==> config.mk <==
export PLATFORM = sky130hd
export DESIGN_NAME = qdu_update_ctrl
export DESIGN_NICKNAME = d
export VERILOG_FILES = /design/src/include/qdu_pkg.sv /design/src/qdu_sync.sv /design/src/qdu_update_ctrl.sv
export SDC_FILE = /design/constraint.sdc
export NUM_CORES = 1
export LEC_CHECK = 0
export ABC_AREA = 1
export BUFFER_PORTS_ARGS = -buffer_cell sky130_fd_sc_hd__buf_2
export CAP_MARGIN = 10
export CORE_AREA = 2 2 117 119
export CTS_CLUSTER_DIAMETER = 30
export DETAILED_ROUTE_END_ITERATION = 16
export DIE_AREA = 0 0 119 121
export MAX_ROUTING_LAYER = met4
export PLACE_DENSITY = 0.79
export SLEW_MARGIN = 5
export SYNTH_ARGS = -nofsm -noshare
export SYNTH_HDL_FRONTEND = slang
export SYNTH_SLANG_ARGS = --single-unit
==> constraint.sdc <==
create_clock -name clock_in -period 1.95 [get_ports clock_in]
set_input_delay 0.195 -clock clock_in [delete_from_list [all_inputs] [get_ports clock_in]]
set_output_delay 0.195 -clock clock_in [all_outputs]
set_load 0.05 [all_outputs]
==> src/include/qdu_pkg.sv <==
// Package for the quad channel update control block.
// Assumes a single 10 MHz clock domain; all pin inputs are synchronised by the user of it.
package qdu_pkg;

  // Channel and word geometry.
  localparam int CHAN_COUNT = 4;
  localparam int WORD_WIDTH = 12;
  localparam int CODE_WIDTH = 10;
  localparam int BYTE_WIDTH = 8;
  localparam int SEL_WIDTH  = 2;

  // Control byte field positions.
  localparam int CTL_EXT_HI_POS   = 7;
  localparam int CTL_EXT_LO_POS   = 6;
  localparam int CTL_MODE_HI_POS  = 5;
  localparam int CTL_MODE_LO_POS  = 4;
  localparam int CTL_PICK_HI_POS  = 2;
  localparam int CTL_PICK_LO_POS  = 1;
  localparam int CTL_PDFLAG_POS   = 0;

  // High byte power-down field and low byte code field positions.
  localparam int HI_PWR_HI_POS    = 7;
  localparam int HI_PWR_LO_POS    = 6;
  localparam int LO_CODE_HI_POS   = 7;
  localparam int LO_CODE_LO_POS   = 6;

  // Update mode encodings.
  localparam logic [1:0] MODE_STORE     = 2'h0;
  localparam logic [1:0] MODE_LOAD_ONE  = 2'h1;
  localparam logic [1:0] MODE_LOAD_ALL  = 2'h2;
  localparam logic [1:0] MODE_BROADCAST = 2'h3;

  // Reset values.
  localparam logic [7:0]  CTRL_RESET = 8'h00;
  localparam logic [7:0]  BYTE_RESET = 8'h00;
  localparam logic [11:0] WORD_RESET = 12'h000;
  localparam logic [9:0]  CODE_ZERO  = 10'h000;
  localparam logic [1:0]  PWR_NORMAL = 2'h0;

  // Synchroniser depth for pin inputs.
  localparam int SYNC_STAGES = 2;

  // Byte sequencer phases.
  typedef enum logic [1:0] {
    QDU_PH_CTRL = 2'b00,
    QDU_PH_HIGH = 2'b01,
    QDU_PH_LOW  = 2'b10,
    QDU_PH_DONE = 2'b11
  } qdu_phase_e;

  typedef logic [CHAN_COUNT-1:0][WORD_WIDTH-1:0] qdu_bank_t;

endpackage

==> src/qdu_sync.sv <==
// Two flip-flop synchroniser for a group of asynchronous pin levels.
// Assumes the output is read only in the clock_in domain.
`timescale 1ns/1ps
`default_nettype none

module qdu_sync #(
  parameter int WIDTH = 4
) (
  input  wire logic             clock_in,
  input  wire logic             rst_in,
  input  wire logic [WIDTH-1:0] async_in,
  output logic      [WIDTH-1:0] sync_out
);
  import qdu_pkg::*;

  logic [WIDTH-1:0] meta_r;
  logic [WIDTH-1:0] hold_r;

  // The first stage feeds only the second stage.
  always_ff @(posedge clock_in)
  begin
    if (rst_in)
    begin
      meta_r <= '0;
      hold_r <= '0;
    end
    else
    begin
      meta_r <= async_in;
      hold_r <= meta_r;
    end
  end

  assign sync_out = hold_r;

endmodule
`default_nettype wire

==> src/qdu_update_ctrl.sv <==
// Control byte decoder and channel register bank of a quad 10-bit DAC.
// Assumes a front end delivers each received byte after its eighth bit and
// before the falling edge of the acknowledge clock, and flags stop or restart.
// The link clock, load pin and address pins arrive asynchronously and are
// synchronised here; bytes, frame ends and the readback select come from clock_in logic.
`timescale 1ns/1ps
`default_nettype none

module qdu_update_ctrl (
  input  wire logic                               clock_in,
  input  wire logic                               rst_in,
  input  wire logic                               byte_valid_in,
  input  wire logic [qdu_pkg::BYTE_WIDTH-1:0]     byte_data_in,
  input  wire logic                               frame_end_in,
  input  wire logic                               scl_in,
  input  wire logic                               async_load_pin_in,
  input  wire logic                               ext_addr_hi_in,
  input  wire logic                               ext_addr_lo_in,
  input  wire logic [qdu_pkg::SEL_WIDTH-1:0]      readback_sel_in,
  output logic      [qdu_pkg::WORD_WIDTH-1:0]     output_code_chan_a_out,
  output logic      [qdu_pkg::WORD_WIDTH-1:0]     output_code_chan_b_out,
  output logic      [qdu_pkg::WORD_WIDTH-1:0]     output_code_chan_c_out,
  output logic      [qdu_pkg::WORD_WIDTH-1:0]     output_code_chan_d_out,
  output logic      [qdu_pkg::WORD_WIDTH-1:0]     readback_out,
  output logic                                    update_out
);
  import qdu_pkg::*;

  // All state of the block in one record.
  typedef struct packed {
    qdu_phase_e                phase;
    logic [BYTE_WIDTH-1:0]     control_byte_reg;
    logic [BYTE_WIDTH-1:0]     high_data_byte_reg;
    logic [BYTE_WIDTH-1:0]     low_data_byte_reg;
    logic                      pending;
    // Edge memories for the synchronised link clock and load pin.
    logic                      scl_prev;
    logic                      load_prev;
    // Per-channel staging words and output code words.
    qdu_bank_t                 staging;
    qdu_bank_t                 output_code;
    logic [WORD_WIDTH-1:0]     readback;
    logic                      update;
  } qdu_state_s;

  qdu_state_s state_r;
  qdu_state_s state_nxt;

  // Synchronised pin levels.
  // The raw pins are packed in the order the synchroniser sees them.
  logic [3:0] pins_async;
  logic [3:0] pins_sync;
  logic       scl_s;
  logic       load_s;
  logic       ext_hi_s;
  logic       ext_lo_s;

  // Decoded control fields.
  logic [1:0]            update_mode;
  logic [SEL_WIDTH-1:0]  channel_pick;
  logic                  channel_pick_hi;
  logic                  powerdown_flag;
  logic                  ext_match;
  logic                  broadcast;
  logic [WORD_WIDTH-1:0] new_word;

  // Events.
  logic scl_fall;
  logic load_rise;
  logic apply;

  // Per-channel load decisions.
  // Taking the received word has priority over a reload from staging.
  logic [CHAN_COUNT-1:0] take_staging;
  logic [CHAN_COUNT-1:0] out_from_new;
  logic [CHAN_COUNT-1:0] out_from_staging;

  // Pin inputs cross into the clock domain through two flip-flops.
  // Each bit settles on its own, so two address pins may change in different cycles.
  assign pins_async = {ext_addr_hi_in, ext_addr_lo_in, async_load_pin_in, scl_in};

  qdu_sync #(
    .WIDTH (4)
  ) u_pin_sync (
    .clock_in (clock_in),
    .rst_in   (rst_in),
    .async_in (pins_async),
    .sync_out (pins_sync)
  );

  // Bit order follows the concatenation above.
  assign scl_s    = pins_sync[0];
  assign load_s   = pins_sync[1];
  assign ext_lo_s = pins_sync[2];
  assign ext_hi_s = pins_sync[3];

  // Edge detection on the synchronised link clock and load pin.
  // An edge is acted on three clock cycles after it reaches the pin, and a
  // link clock low phase shorter than one clock cycle may be missed.
  assign scl_fall  = state_r.scl_prev & ~scl_s;
  assign load_rise = ~state_r.load_prev & load_s;

  // The latched control byte is split into its fields; bit 3 is never read.
  // Fields come from the latched byte, never straight from the byte port.
  assign update_mode     = {state_r.control_byte_reg[CTL_MODE_HI_POS],
                            state_r.control_byte_reg[CTL_MODE_LO_POS]};
  assign channel_pick    = {state_r.control_byte_reg[CTL_PICK_HI_POS],
                            state_r.control_byte_reg[CTL_PICK_LO_POS]};
  assign channel_pick_hi = state_r.control_byte_reg[CTL_PICK_HI_POS];
  assign powerdown_flag  = state_r.control_byte_reg[CTL_PDFLAG_POS];
  assign broadcast       = (update_mode == MODE_BROADCAST);

  // Address pins must agree with control bits 7:6 except in broadcast.
  // The pins are judged in the cycle in which the low byte arrives.
  assign ext_match = broadcast
                   | ((state_r.control_byte_reg[CTL_EXT_HI_POS] == ext_hi_s)
                   &  (state_r.control_byte_reg[CTL_EXT_LO_POS] == ext_lo_s));

  // Word built from the received bytes: code or power-down command.
  // A power-down word carries a zero code field whatever the master sent.
  always_comb
  begin
    if (powerdown_flag)
    begin
      new_word = {state_r.high_data_byte_reg[HI_PWR_HI_POS],
                  state_r.high_data_byte_reg[HI_PWR_LO_POS], CODE_ZERO};
    end
    else
    begin
      new_word = {PWR_NORMAL, state_r.high_data_byte_reg,
                  state_r.low_data_byte_reg[LO_CODE_HI_POS],
                  state_r.low_data_byte_reg[LO_CODE_LO_POS]};
    end
  end

  // A complete pair is applied on the acknowledge clock's falling edge.
  // The pair waits in pending from the low byte until that fall, so the
  // output never moves before the acknowledge.
  assign apply = state_r.pending & scl_fall;

  // Decide per channel which registers a pending update touches.
  // The pick compare is the only difference between the copies.
  genvar ch;
  generate
    for (ch = 0; ch < CHAN_COUNT; ch++)
    begin : g_chan
      logic picked;
      logic take_stg;
      logic out_new;
      logic out_stg;

      // Each channel compares the pick field with its own index.
      assign picked = (channel_pick == SEL_WIDTH'(ch));

      // One row per update mode: which registers of this channel change.
      always_comb
      begin
        take_stg = 1'b0;
        out_new  = 1'b0;
        out_stg  = 1'b0;
        case (update_mode)
          MODE_STORE:
          begin
            // Staging only, so the channel output holds its value.
            take_stg = picked;
          end
          MODE_LOAD_ONE:
          begin
            take_stg = picked;
            out_new  = picked;
          end
          MODE_LOAD_ALL:
          begin
            // The other channels reload from their old staging words.
            take_stg = picked;
            out_new  = picked;
            out_stg  = ~picked;
          end
          MODE_BROADCAST:
          begin
            // Pick high bit chooses received word or staging; staging is kept.
            out_new = channel_pick_hi;
            out_stg = ~channel_pick_hi;
          end
          default:
          begin
            take_stg = 1'b0;
          end
        endcase
      end

      // Collected into the block-wide decision vectors.
      assign take_staging[ch]     = take_stg;
      assign out_from_new[ch]     = out_new;
      assign out_from_staging[ch] = out_stg;
    end
  endgenerate

  // Next-state logic: byte sequencing, register updates and readback.
  // Later assignments in this process override earlier ones on purpose.
  always_comb
  begin
    // Hold every field except the edge memories, update and readback unless a branch below changes it.
    state_nxt           = state_r;
    state_nxt.scl_prev  = scl_s;
    state_nxt.load_prev = load_s;
    state_nxt.update    = 1'b0;

    // Load pin edge copies every staging register at once.
    // It copies the staging words as they stood before this cycle's serial write.
    if (load_rise)
    begin
      state_nxt.output_code = state_r.staging;
      state_nxt.update      = 1'b1;
    end

    // Serial update applied after the pin copy so written channels win.
    // A channel that takes the received word ignores its staging reload.
    if (apply)
    begin
      state_nxt.pending = 1'b0;
      state_nxt.update  = 1'b1;
      for (int i = 0; i < CHAN_COUNT; i++)
      begin
        if (take_staging[i])
        begin
          state_nxt.staging[i] = new_word;
        end
        if (out_from_new[i])
        begin
          state_nxt.output_code[i] = new_word;
        end
        else if (out_from_staging[i])
        begin
          state_nxt.output_code[i] = state_r.staging[i];
        end
      end
    end

    // Byte sequencer: control byte, then high and low pairs.
    // A stop or repeated start wins over a byte offered in the same cycle.
    if (frame_end_in)
    begin
      state_nxt.phase = QDU_PH_CTRL;
    end
    else if (byte_valid_in)
    begin
      case (state_r.phase)
        QDU_PH_CTRL:
        begin
          // Every frame opens with its control byte.
          state_nxt.control_byte_reg = byte_data_in;
          state_nxt.phase            = QDU_PH_HIGH;
        end
        QDU_PH_HIGH:
        begin
          // The high byte waits here until its low byte completes the pair.
          state_nxt.high_data_byte_reg = byte_data_in;
          state_nxt.phase              = QDU_PH_LOW;
        end
        QDU_PH_LOW:
        begin
          state_nxt.low_data_byte_reg = byte_data_in;
          // Arming here overrides a clear by an apply in the same cycle.
          state_nxt.pending           = ext_match;
          // Power-down commands take exactly two bytes; data pairs repeat.
          state_nxt.phase = powerdown_flag ? QDU_PH_DONE : QDU_PH_HIGH;
        end
        QDU_PH_DONE:
        begin
          // Bytes after the two power-down bytes are dropped until the frame ends.
          state_nxt.phase = QDU_PH_DONE;
        end
        default:
        begin
          // An unused phase code restarts at the control byte.
          state_nxt.phase = QDU_PH_CTRL;
        end
      endcase
    end

    // Readback shows the selected staging register.
    // It reads the next-state copy, so a written word shows in the same cycle as its staging register.
    state_nxt.readback = state_nxt.staging[readback_sel_in];
  end

  // State register; everything clears to zero on reset.
  // Reset is synchronous and clears the synchroniser too; one cycle is enough.
  always_ff @(posedge clock_in)
  begin
    if (rst_in)
    begin
      state_r.phase              <= QDU_PH_CTRL;
      state_r.control_byte_reg   <= CTRL_RESET;
      state_r.high_data_byte_reg <= BYTE_RESET;
      state_r.low_data_byte_reg  <= BYTE_RESET;
      state_r.pending            <= 1'b0;
      // Edge memories start at the synchroniser's reset level: no false edge.
      state_r.scl_prev           <= 1'b0;
      state_r.load_prev          <= 1'b0;
      state_r.staging            <= '0;
      state_r.output_code        <= '0;
      state_r.readback           <= WORD_RESET;
      state_r.update             <= 1'b0;
    end
    else
    begin
      state_r <= state_nxt;
    end
  end

  // Outputs come straight from the state register.
  // No decode sits between the state register and the pins.
  assign output_code_chan_a_out = state_r.output_code[0];
  assign output_code_chan_b_out = state_r.output_code[1];
  assign output_code_chan_c_out = state_r.output_code[2];
  assign output_code_chan_d_out = state_r.output_code[3];
  assign readback_out           = state_r.readback;
  assign update_out             = state_r.update;

endmodule
`default_nettype wire

After elaboration in Yosys (flattened, before gate mapping)

Cells that the tools add are included.
Widths: inputs -> output; s select.

Bits in registers: 146
Input port bits: 18
Output and inout port bits: 61
Logic and storage cells: 90

Magnitude comparators: 1
Eq/ne operators: 11
Multiplexer cells: 37
Bitwise gates (word level): 13
Reductions and logical operators: 9

Operator list:

| operator           | count |
|---|---|
| $mux 12            | 14 |
| $mux 96            | 1 |
| $mux 48            | 1 |
| $bmux 12 s2        | 1 |
| $pmux 1 s2         | 8 |
| $eq 2x2->1 const B | 6 |
| $mux 1             | 10 |
| $reduce_and 3->1   | 3 |
| $not 1->1          | 8 |
| $pmux 2 s4         | 1 |
| $eq 2x1->1 const B | 3 |
| $logic_not 2->1    | 3 |
| $and 1x1->1        | 4 |
| $reduce_or 2->1    | 2 |
| $lt 2x3->1 const B | 1 |
| $reduce_or 3->1    | 1 |
| $eq 1x1->1         | 2 |
| $mux 2             | 1 |
| $or 1x1->1         | 1 |

Logic depth before layout (Yosys ltp)

Gate-level depths: netlist of run 1.

Word-level depth: 8
Mapped depth: 10
Mapped depth without buffers: 9

Cells and area by module

A second synthesis of run 1 with hierarchy kept.

Cell total of the unflattened synthesis: 1163
Area, all modules: 7551.0 µm²

By module, submodules not included:

| module          | times used | cells an instance | area an instance (µm²) | seq. area each (µm²) |
|---|---|---|---|---|
| qdu_update_ctrl | 1          | 1138              | 7319.5                 | 2622.5 |
| qdu_sync        | 1          | 25                | 231.5                  | 160.2 |

Worst setup path before layout of run 1

No wires, ideal clock.

Path type: register to register
From: register state_r[132] in the netlist's numbering
To: register state_r, in the netlist output_code_chan_d_out[11]
Setup time: 0.066 ns
Arrival: 1.436 ns
Required time: 1.884 ns
Path slack: 0.448 ns
Stages on the path, launching flop included: 9
Buffers on the path: 1
Period minus slack after synthesis: 1.502 ns
Path through: dfxtp_1 > inv_1 > ha_1 > inv_1 > o21ai_2 > nand2_2 > clkbuf_1 > o211ai_1 > a21oi_2

Word-level cells in the longest chain between the ends: 5
Elaborated cells on any way between the ends: 9
Those cells by class: eq/ne: 3; mux: 5; reduce/logical: 1

RTL lines:

| element                                              | line                                           | source |
|---|---|---|
| from (decl)                                          | qdu_update_ctrl.sv:46                          | `qdu_state_s state_r;` |
| from (signal assigned)                               | qdu_update_ctrl.sv:308                         | `state_r <= state_nxt;` |
| $eq 2x2->1 / $eq 2x1->1 (equally long branches)      | qdu_update_ctrl.sv:161                         | `case (update_mode)` |
| $pmux 1 s2 / $reduce_or 2->1 (equally long branches) | -                                              |  |
| $mux 12 / $pmux 1 s2 (equally long branches)         | qdu_update_ctrl.sv:233, qdu_update_ctrl.sv:161 |  |
| $mux 12 (*)                                          | qdu_update_ctrl.sv:229                         | `if (out_from_new[i])` |
| $mux 96 (*)                                          | qdu_update_ctrl.sv:219                         | `if (apply)` |

Mark *: on every way between the ends. The rest lies on a longest branch, timed or not.
A chain may end at the register's enable or synchronous reset.

Worst setup path in the final report of run 1

From: register u_pin_sync.hold_r[0] (netlist: u_pin_sync.sync_out[0])
To: register state_r, in the netlist readback_out[10]

Word-level cells in the longest chain between the ends: 6

RTL lines:

| element                       | line                   | source |
|---|---|---|
| from (decl)                   | qdu_sync.sv:17         | `logic [WIDTH-1:0] hold_r;` |
| from (signal assigned)        | qdu_sync.sv:30         | `hold_r <= meta_r;` |
| $not 1->1                     | qdu_update_ctrl.sv:100 | `assign scl_fall = state_r.scl_prev & ~scl_s;` |
| $and 1x1->1                   | qdu_update_ctrl.sv:100 |  |
| $and 1x1->1                   | qdu_update_ctrl.sv:139 | `assign apply = state_r.pending & scl_fall;` |
| $mux 96                       | qdu_update_ctrl.sv:219 |  |
| $bmux 12 s2                   | qdu_update_ctrl.sv:284 | `state_nxt.readback = state_nxt.staging[readback_sel_in];` |
| $mux 12 (not written as such) | qdu_update_ctrl.sv:284 |  |

No other way between the ends. The select of a mux whose other input is x is not followed.

==> metrics.log, run 1 <==
[metrics] status: complete, no violations
[metrics] final setup vio count: 0
[metrics] final period utilization: approximately 93%
[metrics] top fanout value on the critical path: 14
[metrics] maximum clock frequency: ~0.55 GHz
[metrics] maximum level of the CTS H-tree: 4
[metrics] IO Count: 79
[metrics] standard-cell rows: 42
[metrics] HP Class: in -> reg
[metrics] Sinks on Clock Net: 139
[metrics] buffers from clock root to sink, at most: 2
[metrics] Area Overhead vs Synth: 10.1%
[metrics] cell type group with the largest total delay on the critical path: simple AND/OR/NAND/NOR gates
[metrics] total leakage power: a little under 0.004 uW
[metrics] required time at the worst-slack endpoint: around 2.2 ns
[metrics] count of unique library cells instantiated by Yosys: 26
[metrics] minimum hold slack: 0.0591 ns
[metrics] Levels on crit path: 9
[metrics] cell type with the highest occurrence count on the critical path: sky130_fd_sc_hd__nand2_1
[metrics] ranking of synthesized cells by area: sky130_fd_sc_hd__dfxtp_1, sky130_fd_sc_hd__nand2_1, sky130_fd_sc_hd__nand3_1
[metrics] floorplan die area: about 14,000 sq um
[metrics] final RePlAce weighted congestion: ~1.1
[metrics] post-route setup TNS: 0 ns
[metrics] first-pass GRT wire length: between 30,000 and 40,000 um
[metrics] vias per inst: between 5 and 6
[metrics] routed len/inst: 15.7 um
[metrics] DR vias: roughly 7,600
[metrics] post-route antenna net violation count: 0
[metrics] post-synthesis net count: around 1,200
[metrics] critical-path cell with the highest stage delay: sky130_fd_sc_hd__nor2_4
[metrics] leftover overflow at the end of global routing: 0
[metrics] portion of total power attributed to combinational logic: between 10% and 20%
[metrics] clock tree from TritonCTS: done
[metrics] number of inserted filler cells in the final layout: between 1,000 and 1,500
[metrics] delay of the slowest critical-path stage: between 0.3 and 0.4 ns
[metrics] starting DRC count in detailed routing: ~1,200
[metrics] max-slew headroom at the worst pin: about 46%
[metrics] Clock Latency Late Sink: around 0.43 ns
[metrics] area inside the core boundary: between 10,000 and 15,000 sq um
[metrics] post-route clock skew: about 0.008 ns
[metrics] vias in the first global route: ~7,000
[metrics] total net switching power: 1830 uW
[metrics] number of buffers inserted during clock tree synthesis: 17
[metrics] arrival time of data at the critical path endpoint: around 2.1 ns
[metrics] cell taking the most area after synthesis: sky130_fd_sc_hd__dfxtp_1
[metrics] Internal Power: around 4900 uW
[metrics] worst IR drop on VDD: approximately 400 uV
[metrics] sequential group share of total power: between 40% and 50%
[metrics] max-slew violation total from the final report: 0
[metrics] critical setup path kind: reg -> reg
[metrics] sum of buffers and inverters on the critical path: 2
[metrics] commonest cells after routing, fill and taps aside: sky130_fd_sc_hd__nand2_1, sky130_fd_sc_hd__dfxtp_1, sky130_fd_sc_hd__nand3_1
[metrics] area share of the largest cell type after synthesis: between 30% and 40%
[metrics] Warnings, synthesis: 0
[metrics] R2R cell count: 9
[metrics] maximum number of pins on one net before global-route repair: a little over 80
[metrics] post-synthesis sequential area ratio: 36.7%
[metrics] Die Span X: between 100 and 150 um
[metrics] total standard cell area after synthesis: around 7600 sq um
[metrics] total number of nets in the final design: between 1,000 and 1,500
[metrics] clock transition time at the flip-flop clock pins of the worst setup and hold paths: about 0.06 ns
[metrics] initial core utilization: between 50% and 60%
[metrics] mean post-synth cell area: 6.51 sq um
[metrics] post-synthesis sequential element count: between 100 and 150
[metrics] initial antenna violation count: 1
[metrics] critical path launch point type: flip-flop
[metrics] max capacitance violation total: 0
[metrics] Power Dens Cells: 811 nW/um^2
[metrics] fraction of power spent switching nets: around 27%
[metrics] fraction of final layout cells with drive strength greater than 1: approximately 14%
[metrics] detailed-routing iteration count for the pre-antenna-repair pass: 6
[metrics] post-synthesis instance total: roughly 1,200
[metrics] root buffer cell: sky130_fd_sc_hd__clkbuf_16
[metrics] clock network fraction of total power: 44.5%
[metrics] number of hold violations in the final report: 0
[metrics] most common library cell in the layout ignoring fill and taps: sky130_fd_sc_hd__nand2_1
[metrics] DRC violation count after routing: 0
[metrics] die outline height: between 100 and 150 um
[metrics] minimum clock period: 1.81 ns
[metrics] crit path capture type: flip-flop
[metrics] Total Wirelength: about 21,000 um
[metrics] Overall Global Routing Usage: roughly a third
[metrics] count of buffers from port buffering: 78
[metrics] cells along the critical path: inv_2, nand2_1, nor2_4, nand2_1, buf_4, nand2_1, nand3_1, nand3_1, a21oi_1
[metrics] hold path depth: 3
[metrics] measured slew at the worst slew-check pin: just over 0.8 ns
[metrics] HPWL after detailed placement: ~15,000 um
## stage by stage
step / utilization, % / setup WS (ns) / cell area (sq um) / instances / total power (uW)
global route: 63.7 / -0.0150 / 8340 / 1368 / 6990
global placement: 59.0 / 0.136 / 7720 / 1330 / 3780
CTS: 63.4 / 0.0310 / 8300 / 1365 / 6760
detailed placement: 59.0 / 0.102 / 7720 / 1330 / 3790
finish: 63.7 / 0.140 / 8340 / 1368 / 6770
floorplan: - / 0.448 / 7570 / 1163 / 3650
## synth_stat cells, drive strengths merged
library cell    n
nor3            1
dfxtp         139
nand2         345
a211oi          2
o211ai         20
a31oi          20
nand3         138
nor2           36
a21oi         105
clkbuf         36
xor2            2
inv           134
ha              3
buf            93
o21ai          89
## power groups by stage
stage | Combinational (uW) | Clock (uW) | Sequential (uW)
6_report | 809 | 3010 | 2950
5_1_grt | 891 | 3140 | 2950
4_1_cts | 793 | 3020 | 2950
3_5_place_dp | 784 | 0 | 3010
3_3_place_gp | 772 | 0 | 3010
2_1_floorplan | 659 | 0 | 3000
## state kept, by name (all words and copies together) (netlist names)
name and cells:
powerdown_flag 1, channel_pick 2, u_pin_sync.sync_out 4, output_code_chan_a_out 12, update_out 1, output_code_chan_d_out 12
u_pin_sync.meta_r 4, output_code_chan_c_out 12, state_r 67, readback_out 12, output_code_chan_b_out 12
## final cells by class
class / count / area [sq um] / area share [%]
antenna: 1 / 2.50 / 0.0300
clock buffer: 22 / 464 / 5.57
clock inverter: 9 / 72.6 / 0.870
inverter: 134 / 509 / 6.11
multi-input combinational: 761 / 3500 / 42.0
sequential: 139 / 2780 / 33.4
tap: 176 / 220 / 2.64
timing repair buffer: 125 / 782 / 9.38
timing repair inverter: 1 / 5.00 / 0.0600
## worst register-to-register path, stage by stage (launching register included)
cell and delay [ns]:
sky130_fd_sc_hd__dfxtp_1 0.30, sky130_fd_sc_hd__inv_2 0.06, sky130_fd_sc_hd__nand2_1 0.09, sky130_fd_sc_hd__nor2_4 0.35, sky130_fd_sc_hd__nand2_1 0.26, sky130_fd_sc_hd__buf_4 0.21, sky130_fd_sc_hd__nand2_1 0.07, sky130_fd_sc_hd__nand3_1 0.11
sky130_fd_sc_hd__nand3_1 0.12, sky130_fd_sc_hd__a21oi_1 0.10
## metal layers
metal	part of all wire [%]	track usage, %	up-vias	wire (um)
met1	43	41.9	3344	9310
met4	3.4	14.7	0	732
met5	0	-	-	0
met3	10	6.86	58	2210
met2	43	45.9	446	9210
li1	-	-	3736	-
## what timing repair did
action	4_1_cts	5_1_grt
hold endpoints to repair	4	0
hold buffers	4	0
setup buffers	0	1
gates resized for setup	0	11
setup endpoints to repair	0	43
## kinds of logic (layout without fill, tap and decap cells)
logic type,after synthesis,count (layout),share of synthesized area [%]
DFF,139,139,36.7
and+or+nand+nor,520,520,28.5
buffers and inverters,263,291,17.3
xor gates and xnor gates,2,2,0.231
adders and majority gates,3,3,0.496
AOI/OAI and AO/OA,236,236,16.8
other,0,1,0
## path summary, 6_finish.rpt
path	slack [ns]	from	to
setup / recovery	0.14	u_pin_sync.sync_out[0]	readback_out[10]
setup reg to reg	0.14	u_pin_sync.sync_out[0]	readback_out[10]
hold / removal	0.06	byte_data_in[0]	powerdown_flag
hold reg to reg	0.40	u_pin_sync.meta_r[2]	u_pin_sync.sync_out[2]
Note: power is estimated with default switching activity, not from simulation.
==> run 2: changes to the inputs <==
CORE_AREA = 2 2 139 100   (was 2 2 117 119)
DIE_AREA = 0 0 141 102   (was 0 0 119 121)
PLACE_DENSITY = 0.8   (was 0.79)
==> run 2 against run 1 <==
Register-to-register slack worse by 0.07 ns. Sequential power about the same. First-iteration DRC count down 20%. Worst setup slack worse by 0.065 ns. Clock-buffer cell count down 4. Core utilization up 1.3 points. Die area down 0.12%. Largest power group unchanged.
==> metrics.log, run 2 (synthesis gave the netlist of run 1 again) <==
[metrics] status: complete, no violations
[metrics] total leakage power: ~0.004 uW
[metrics] Die Span X: between 100 and 150 um
[metrics] launch point of the worst reg-to-reg path: state_r[133]
[metrics] post-route clock skew: 0.00680 ns
[metrics] max reg flops: 67
[metrics] initial core utilization: 58.2%
[metrics] HPWL after detailed placement: 15,300 um
[metrics] DRC violation count after routing: 0
[metrics] measured slew at the worst slew-check pin: roughly 0.8 ns
[metrics] minimum hold slack: slightly above 0.05 ns
[metrics] final period utilization: a little over nine tenths
[metrics] number of inserted filler cells in the final layout: 1,177
[metrics] leftover overflow at the end of global routing: 0
[metrics] number of buffers inserted during clock tree synthesis: 17
[metrics] routed len/inst: about 17 um
[metrics] post-route setup TNS: 0 ns
[metrics] first-pass GRT wire length: 36,000 um
[metrics] Layout Cells excl Fill: 1,365
[metrics] max-slew headroom at the worst pin: between 40% and 50%
[metrics] unrepaired setup endpoints after global routing: yes
[metrics] R2R cell count: 10
[metrics] floorplan die area: 14,400 sq um
[metrics] vias in the first global route: roughly 6,900
[metrics] total chip power: roughly 7000 uW
[metrics] clock tree from TritonCTS: done
[metrics] max capacitance violation total: 0
[metrics] # diodes: 0
[metrics] Overall Global Routing Usage: ~34%
[metrics] flop2flop setup slack: around 0.075 ns
[metrics] worst IR drop on VDD: between 600 and 700 uV
[metrics] clock transition time at the flip-flop clock pins of the worst setup and hold paths: ~0.060 ns
[metrics] number of hold violations in the final report: 0
[metrics] crit path capture type: flip-flop
[metrics] die outline height: roughly 100 um
[metrics] pre-CTS WS: about 0.038 ns
[metrics] final RePlAce weighted congestion: around 1
[metrics] Area Overhead vs Synth: 11.7%
[metrics] required time at the worst-slack endpoint: about 2.3 ns
[metrics] final setup vio count: 0
[metrics] detailed-routing iteration count for the pre-antenna-repair pass: 8
[metrics] vias per inst: 5.70
[metrics] Power Dens Cells: between 800 and 900 nW/um^2
[metrics] standard-cell rows: 35
[metrics] total number of nets in the final design: about 1,200
[metrics] Hold Crit Endpoint: state_r[137]
[metrics] top fanout value on the critical path: 12
[metrics] final worst slack: about 0.075 ns
[metrics] maximum clock frequency: 0.533 GHz
[metrics] most common library cell in the layout ignoring fill and taps: sky130_fd_sc_hd__nand2_1
[metrics] fraction of final layout cells with drive strength greater than 1: approximately 15%
[metrics] minimum clock period: ~1.9 ns
[metrics] buffers from clock root to sink, at most: 2
[metrics] hold path depth: 3
[metrics] critical path launch point type: flip-flop
[metrics] count of buffers from port buffering: just under 80
[metrics] commonest cells after routing, fill and taps aside: sky130_fd_sc_hd__nand2_1, sky130_fd_sc_hd__dfxtp_1, sky130_fd_sc_hd__nand3_1
[metrics] DR vias: roughly 7,800
[metrics] post-route antenna net violation count: 0
[metrics] maximum number of pins on one net before global-route repair: 76
[metrics] maximum level of the CTS H-tree: 4
[metrics] Total Wirelength: ~23,000 um
[metrics] area inside the core boundary: around 13,000 sq um
[metrics] max-slew violation total from the final report: 0
[metrics] HP Class: in -> reg
[metrics] largest register by flop count: state_r
[metrics] root buffer cell: sky130_fd_sc_hd__clkbuf_16
[metrics] arrival time of data at the critical path endpoint: between 2 and 2.5 ns
[metrics] buffers inserted during post-CTS setup optimization: 0
[metrics] Placed Cells incl. Taps: between 1,000 and 1,500
[metrics] Clock Latency Late Sink: between 0.4 and 0.5 ns
[metrics] R2R Path End: readback_out[11]
[metrics] Sinks on Clock Net: between 100 and 150
[metrics] IO Count: a little under 80
[metrics] critical setup path kind: reg -> reg
[metrics] initial antenna violation count: 0
[metrics] source of the worst hold timing path: byte_valid_in
[metrics] starting DRC count in detailed routing: 961
-- run 2: cell count changes in the layout (fill, tap and decap cells not counted), sizes merged --
cell      previous run  this run
diode                1         0
buf                121       128
clkbuf              22        18
clkinvlp             3         5
inv                133       134
bufinv               1         2
clkinv               7         8
-- run 2: what timing repair did --
item / in CTS / in global routing
gates cloned: 0 / 1
resized for setup: 1 / 11
hold buffers: 4 / 0
pin swaps: 0 / 2
endpoints found under the setup margin: 2 / 27
endpoints found under the hold margin: 4 / 0
-- run 2: worst max-delay path, stage by stage (launching register included) --
cell                      delay (ns)
sky130_fd_sc_hd__dfxtp_1        0.33
sky130_fd_sc_hd__ha_1           0.19
sky130_fd_sc_hd__inv_1          0.09
sky130_fd_sc_hd__nand3_1        0.20
sky130_fd_sc_hd__nor2_2         0.15
sky130_fd_sc_hd__buf_6          0.16
sky130_fd_sc_hd__nand2_1        0.08
sky130_fd_sc_hd__nand3_1        0.10
sky130_fd_sc_hd__nand3_1        0.10
sky130_fd_sc_hd__a21oi_2        0.25
sky130_fd_sc_hd__buf_4          0.14
-- run 2: through the flow --
step	area [sq um]	util, %
2_1_floorplan	7570	-
3_3_place_gp	7790	59.9
3_5_place_dp	7790	59.9
4_1_cts	8420	64.8
5_1_grt	8460	65.0
6_report	8460	65.0
-- run 2: worst max path at each step --
stage	endpoint	depth (start not counted)	start	slack (ns)
floorplan	output_code_chan_d_out[11]	8	state_r[132]	0.45
global placement	output_code_chan_b_out[5]	8	state_r[133]	0.07
detailed placement	output_code_chan_b_out[5]	8	state_r[133]	0.04
CTS	output_code_chan_d_out[0]	9	state_r[133]	0.06
global route	readback_out[8]	10	state_r[133]	0.008
finish	readback_out[11]	10	state_r[133]	0.08
-- run 2: layout make-up --
type / count / area [sq um] / share of cell area, %
sequential: 139 / 2780 / 32.9
timing repair inverter: 1 / 7.51 / 0.0887
timing repair buffer: 132 / 860 / 10.2
clock inverter: 14 / 146 / 1.73
clock buffer: 18 / 439 / 5.19
multi-input combinational: 761 / 3510 / 41.5
inverter: 134 / 507 / 5.99
tap: 166 / 208 / 2.46
-- run 2: where the power goes --
| group | internal [uW] | leakage (uW) | switching (uW) |
|---|---|---|---|
| clock network | 1920 | 0.000282 | 1310 |
| registers | 2910 | 0.00113 | 35.3 |
| logic | 245 | 0.00260 | 606 |
| total | 5070 | 0.00401 | 1950 |
-- run 2: per-layer routing --
| metal | vias to the layer above | share of wire, % | track usage [%] |
|---|---|---|---|
| met5 | - | 0 | - |
| met4 | 0 | 3.0 | 13.3 |
| met3 | 62 | 14 | 9.00 |
| met2 | 522 | 40 | 46.9 |
| met1 | 3469 | 43 | 46.2 |
| li1 | 3729 | - | - |
==> run 3: changes to the inputs <==
CORE_AREA = 2 2 145 105   (was 2 2 139 100)
DIE_AREA = 0 0 147 107   (was 0 0 141 102)
PLACE_DENSITY = 0.77   (was 0.8)
SLEW_MARGIN = 10   (was 5)
clock period = 1.6 ns   (was 1.95 ns; I/O delays follow)
==> run 3 against run 2 <==
The run now ends with negative setup slack left. Clock-buffer cell count up 1. First-iteration DRC count grew 18%. Worst hold slack lost 0.044 ns. Sequential power grew 22%. Final area up 21%. Via count is 12% higher. Clock skew rose by 0.0044 ns. Total power is 34% higher. Clock power is 41% higher. Final cell count is 9.2% higher. Critical path type unchanged. Largest cell class unchanged. Largest power group unchanged.
==> metrics.log, run 3 (synthesis gave the netlist of run 1 again) <==
[metrics] final RePlAce weighted congestion: 1.00
[metrics] clock tree from TritonCTS: done
[metrics] max reg flops: 67
[metrics] max-slew headroom at the worst pin: 62.2%
[metrics] initial core utilization: a little over half
[metrics] HP Class: in -> reg
[metrics] Sinks on Clock Net: between 100 and 150
[metrics] Total Wirelength: between 20,000 and 30,000 um
[metrics] area inside the core boundary: between 10,000 and 15,000 sq um
[metrics] minimum clock period: between 1.5 and 2 ns
[metrics] final worst slack: -0.0559 ns
[metrics] total number of nets in the final design: ~1,300
[metrics] count of buffers from port buffering: 78
[metrics] vias in the first global route: ~7,600
[metrics] largest register by flop count: state_r
[metrics] Storage cell area: 2800 sq um
[metrics] max-slew violation total from the final report: 0
[metrics] vias per inst: around 5.8
[metrics] arrival time of data at the critical path endpoint: ~2 ns
[metrics] detailed-routing iteration count for the pre-antenna-repair pass: 5
[metrics] first-pass GRT wire length: roughly 40,000 um
[metrics] hold path depth: 3
[metrics] Placed Cells incl. Taps: about 1,400
[metrics] failing checks: negative setup slack
[metrics] critical setup path kind: reg -> reg
[metrics] combined area of the multi-input logic cells: between 4000 and 5000 sq um
[metrics] maximum clock frequency: just over 0.6 GHz
[metrics] max capacitance violation total: 0
[metrics] unrepaired setup endpoints after global routing: yes
[metrics] HPWL after detailed placement: 16,300 um
[metrics] leftover overflow at the end of global routing: 0
[metrics] buffers from clock root to sink, at most: 2
[metrics] maximum number of pins on one net before global-route repair: 83
[metrics] Die Span X: approximately 150 um
[metrics] top fanout value on the critical path: 7
[metrics] final setup vio count: 20
[metrics] floorplan die area: 15,700 sq um
[metrics] Overall Global Routing Usage: 33.5%
[metrics] starting DRC count in detailed routing: 1,136
[metrics] post-route setup TNS: -0.403 ns
[metrics] commonest cells after routing, fill and taps aside: sky130_fd_sc_hd__nand2_1, sky130_fd_sc_hd__dfxtp_1, sky130_fd_sc_hd__inv_1
[metrics] initial antenna violation count: 1
[metrics] required time at the worst-slack endpoint: around 2.0 ns
[metrics] number of hold violations in the final report: 0
[metrics] crit path capture type: flip-flop
[metrics] IO Count: slightly below 80
[metrics] root buffer cell: sky130_fd_sc_hd__clkbuf_16
[metrics] post-route antenna net violation count: 0
[metrics] DRC violation count after routing: 0
[metrics] final period utilization: 103%
[metrics] minimum hold slack: between 0.006 and 0.007 ns
[metrics] Power Dens Cells: slightly above 900 nW/um^2
[metrics] standard-cell rows: 37
[metrics] status: complete, but fails checks
[metrics] number of buffers inserted during clock tree synthesis: 17
[metrics] critical path launch point type: flip-flop
[metrics] worst IR drop on VDD: approximately 800 uV
[metrics] final core utilization: ~71%
[metrics] number of inserted filler cells in the final layout: between 1,000 and 1,500
[metrics] die outline height: between 100 and 150 um
[metrics] DR vias: approximately 8,700
[metrics] fraction of final layout cells with drive strength greater than 1: a little over 30%
[metrics] R2R cell count: 9
[metrics] maximum level of the CTS H-tree: 4
[metrics] clock transition time at the flip-flop clock pins of the worst setup and hold paths: 0.06 ns
[metrics] most common library cell in the layout ignoring fill and taps: sky130_fd_sc_hd__nand2_1
[metrics] Layout Cells excl Fill: around 1,500
[metrics] routed len/inst: between 15 and 20 um
[metrics] measured slew at the worst slew-check pin: about 0.57 ns
[metrics] post-route clock skew: approximately 0.011 ns
[metrics] total leakage power: between 0.004 and 0.005 uW
[metrics] Area Overhead vs Synth: 35.4%
[metrics] Clock Latency Late Sink: 0.44 ns
==> run 3: cell types whose count changed in the layout (fill, tap and decap cells not counted), sizes merged <==
cell / before / now
clkinv: 8 / 4
clkinvlp: 5 / 4
diode: 0 / 1
bufinv: 2 / 5
clkbuf: 18 / 21
buf: 128 / 221
nand2: 345 / 347
==> run 3: through the flow <==
stage,setup slack (ns),instance area (sq um),total power (uW)
after floorplan,0.0976,7570,4450
after global placement,-0.185,8480,4700
after detailed placement,-0.187,8480,4720
after CTS,-0.0110,9610,9240
after global routing,-0.0950,10300,9670
final,-0.0559,10300,9430
==> run 3: critical path, stage by stage, from the launching register on <==
cell                      delay, ns
sky130_fd_sc_hd__dfxtp_4       0.37
sky130_fd_sc_hd__inv_4         0.05
sky130_fd_sc_hd__ha_4          0.27
sky130_fd_sc_hd__inv_6         0.05
sky130_fd_sc_hd__o21ai_4       0.16
sky130_fd_sc_hd__buf_12        0.15
sky130_fd_sc_hd__nand2_4       0.10
sky130_fd_sc_hd__o21ai_0       0.23
sky130_fd_sc_hd__inv_1         0.06
sky130_fd_sc_hd__a21oi_1       0.14
==> run 3: per-layer routing <==
metal / track usage (%) / part of all wire (%)
met1: 45.9 / 40
met2: 47.5 / 42
met3: 9.36 / 15
met4: 12.0 / 4.0
met5: - / 0
==> run 3: path summary, 6_finish.rpt <==
kind,start,to,slack [ns]
max,state_r[132],output_code_chan_d_out[10],-0.06
max reg2reg,state_r[132],output_code_chan_d_out[10],-0.06
min reg2reg,u_pin_sync.meta_r[1],u_pin_sync.sync_out[1],0.40
min,byte_valid_in,state_r[137],0.006
==> run 3: where the power goes <==
part           total [uW]  switching [uW]  leakage [uW]  internal (uW)
Combinational        1290             854       0.00338            440
Sequential           3600            58.9       0.00113           3540
Clock                4540            1670      0.000312           2860
==> run 3: timing repair <==
| item | 4_1_cts | 5_1_grt |
|---|---|---|
| pin swaps | 17 | 58 |
| endpoints found under the setup margin | 71 | 56 |
| hold buffers | 4 | 0 |
| hold endpoints to repair | 4 | 0 |
| gates resized for setup | 73 | 139 |
| cloned | 7 | 4 |
| setup buffers | 9 | 10 |
==> run 3: cell type report <==
type / count / share of cell area, %
Sequential cell: 139 / 27.3
Multi-Input combinational cell: 763 / 39.8
Tap cell: 195 / 2.38
Inverter: 134 / 5.20
Clock inverter: 13 / 2.10
Timing Repair Buffer: 227 / 18.8
Clock buffer: 19 / 4.42
Antenna cell: 1 / 0.0244
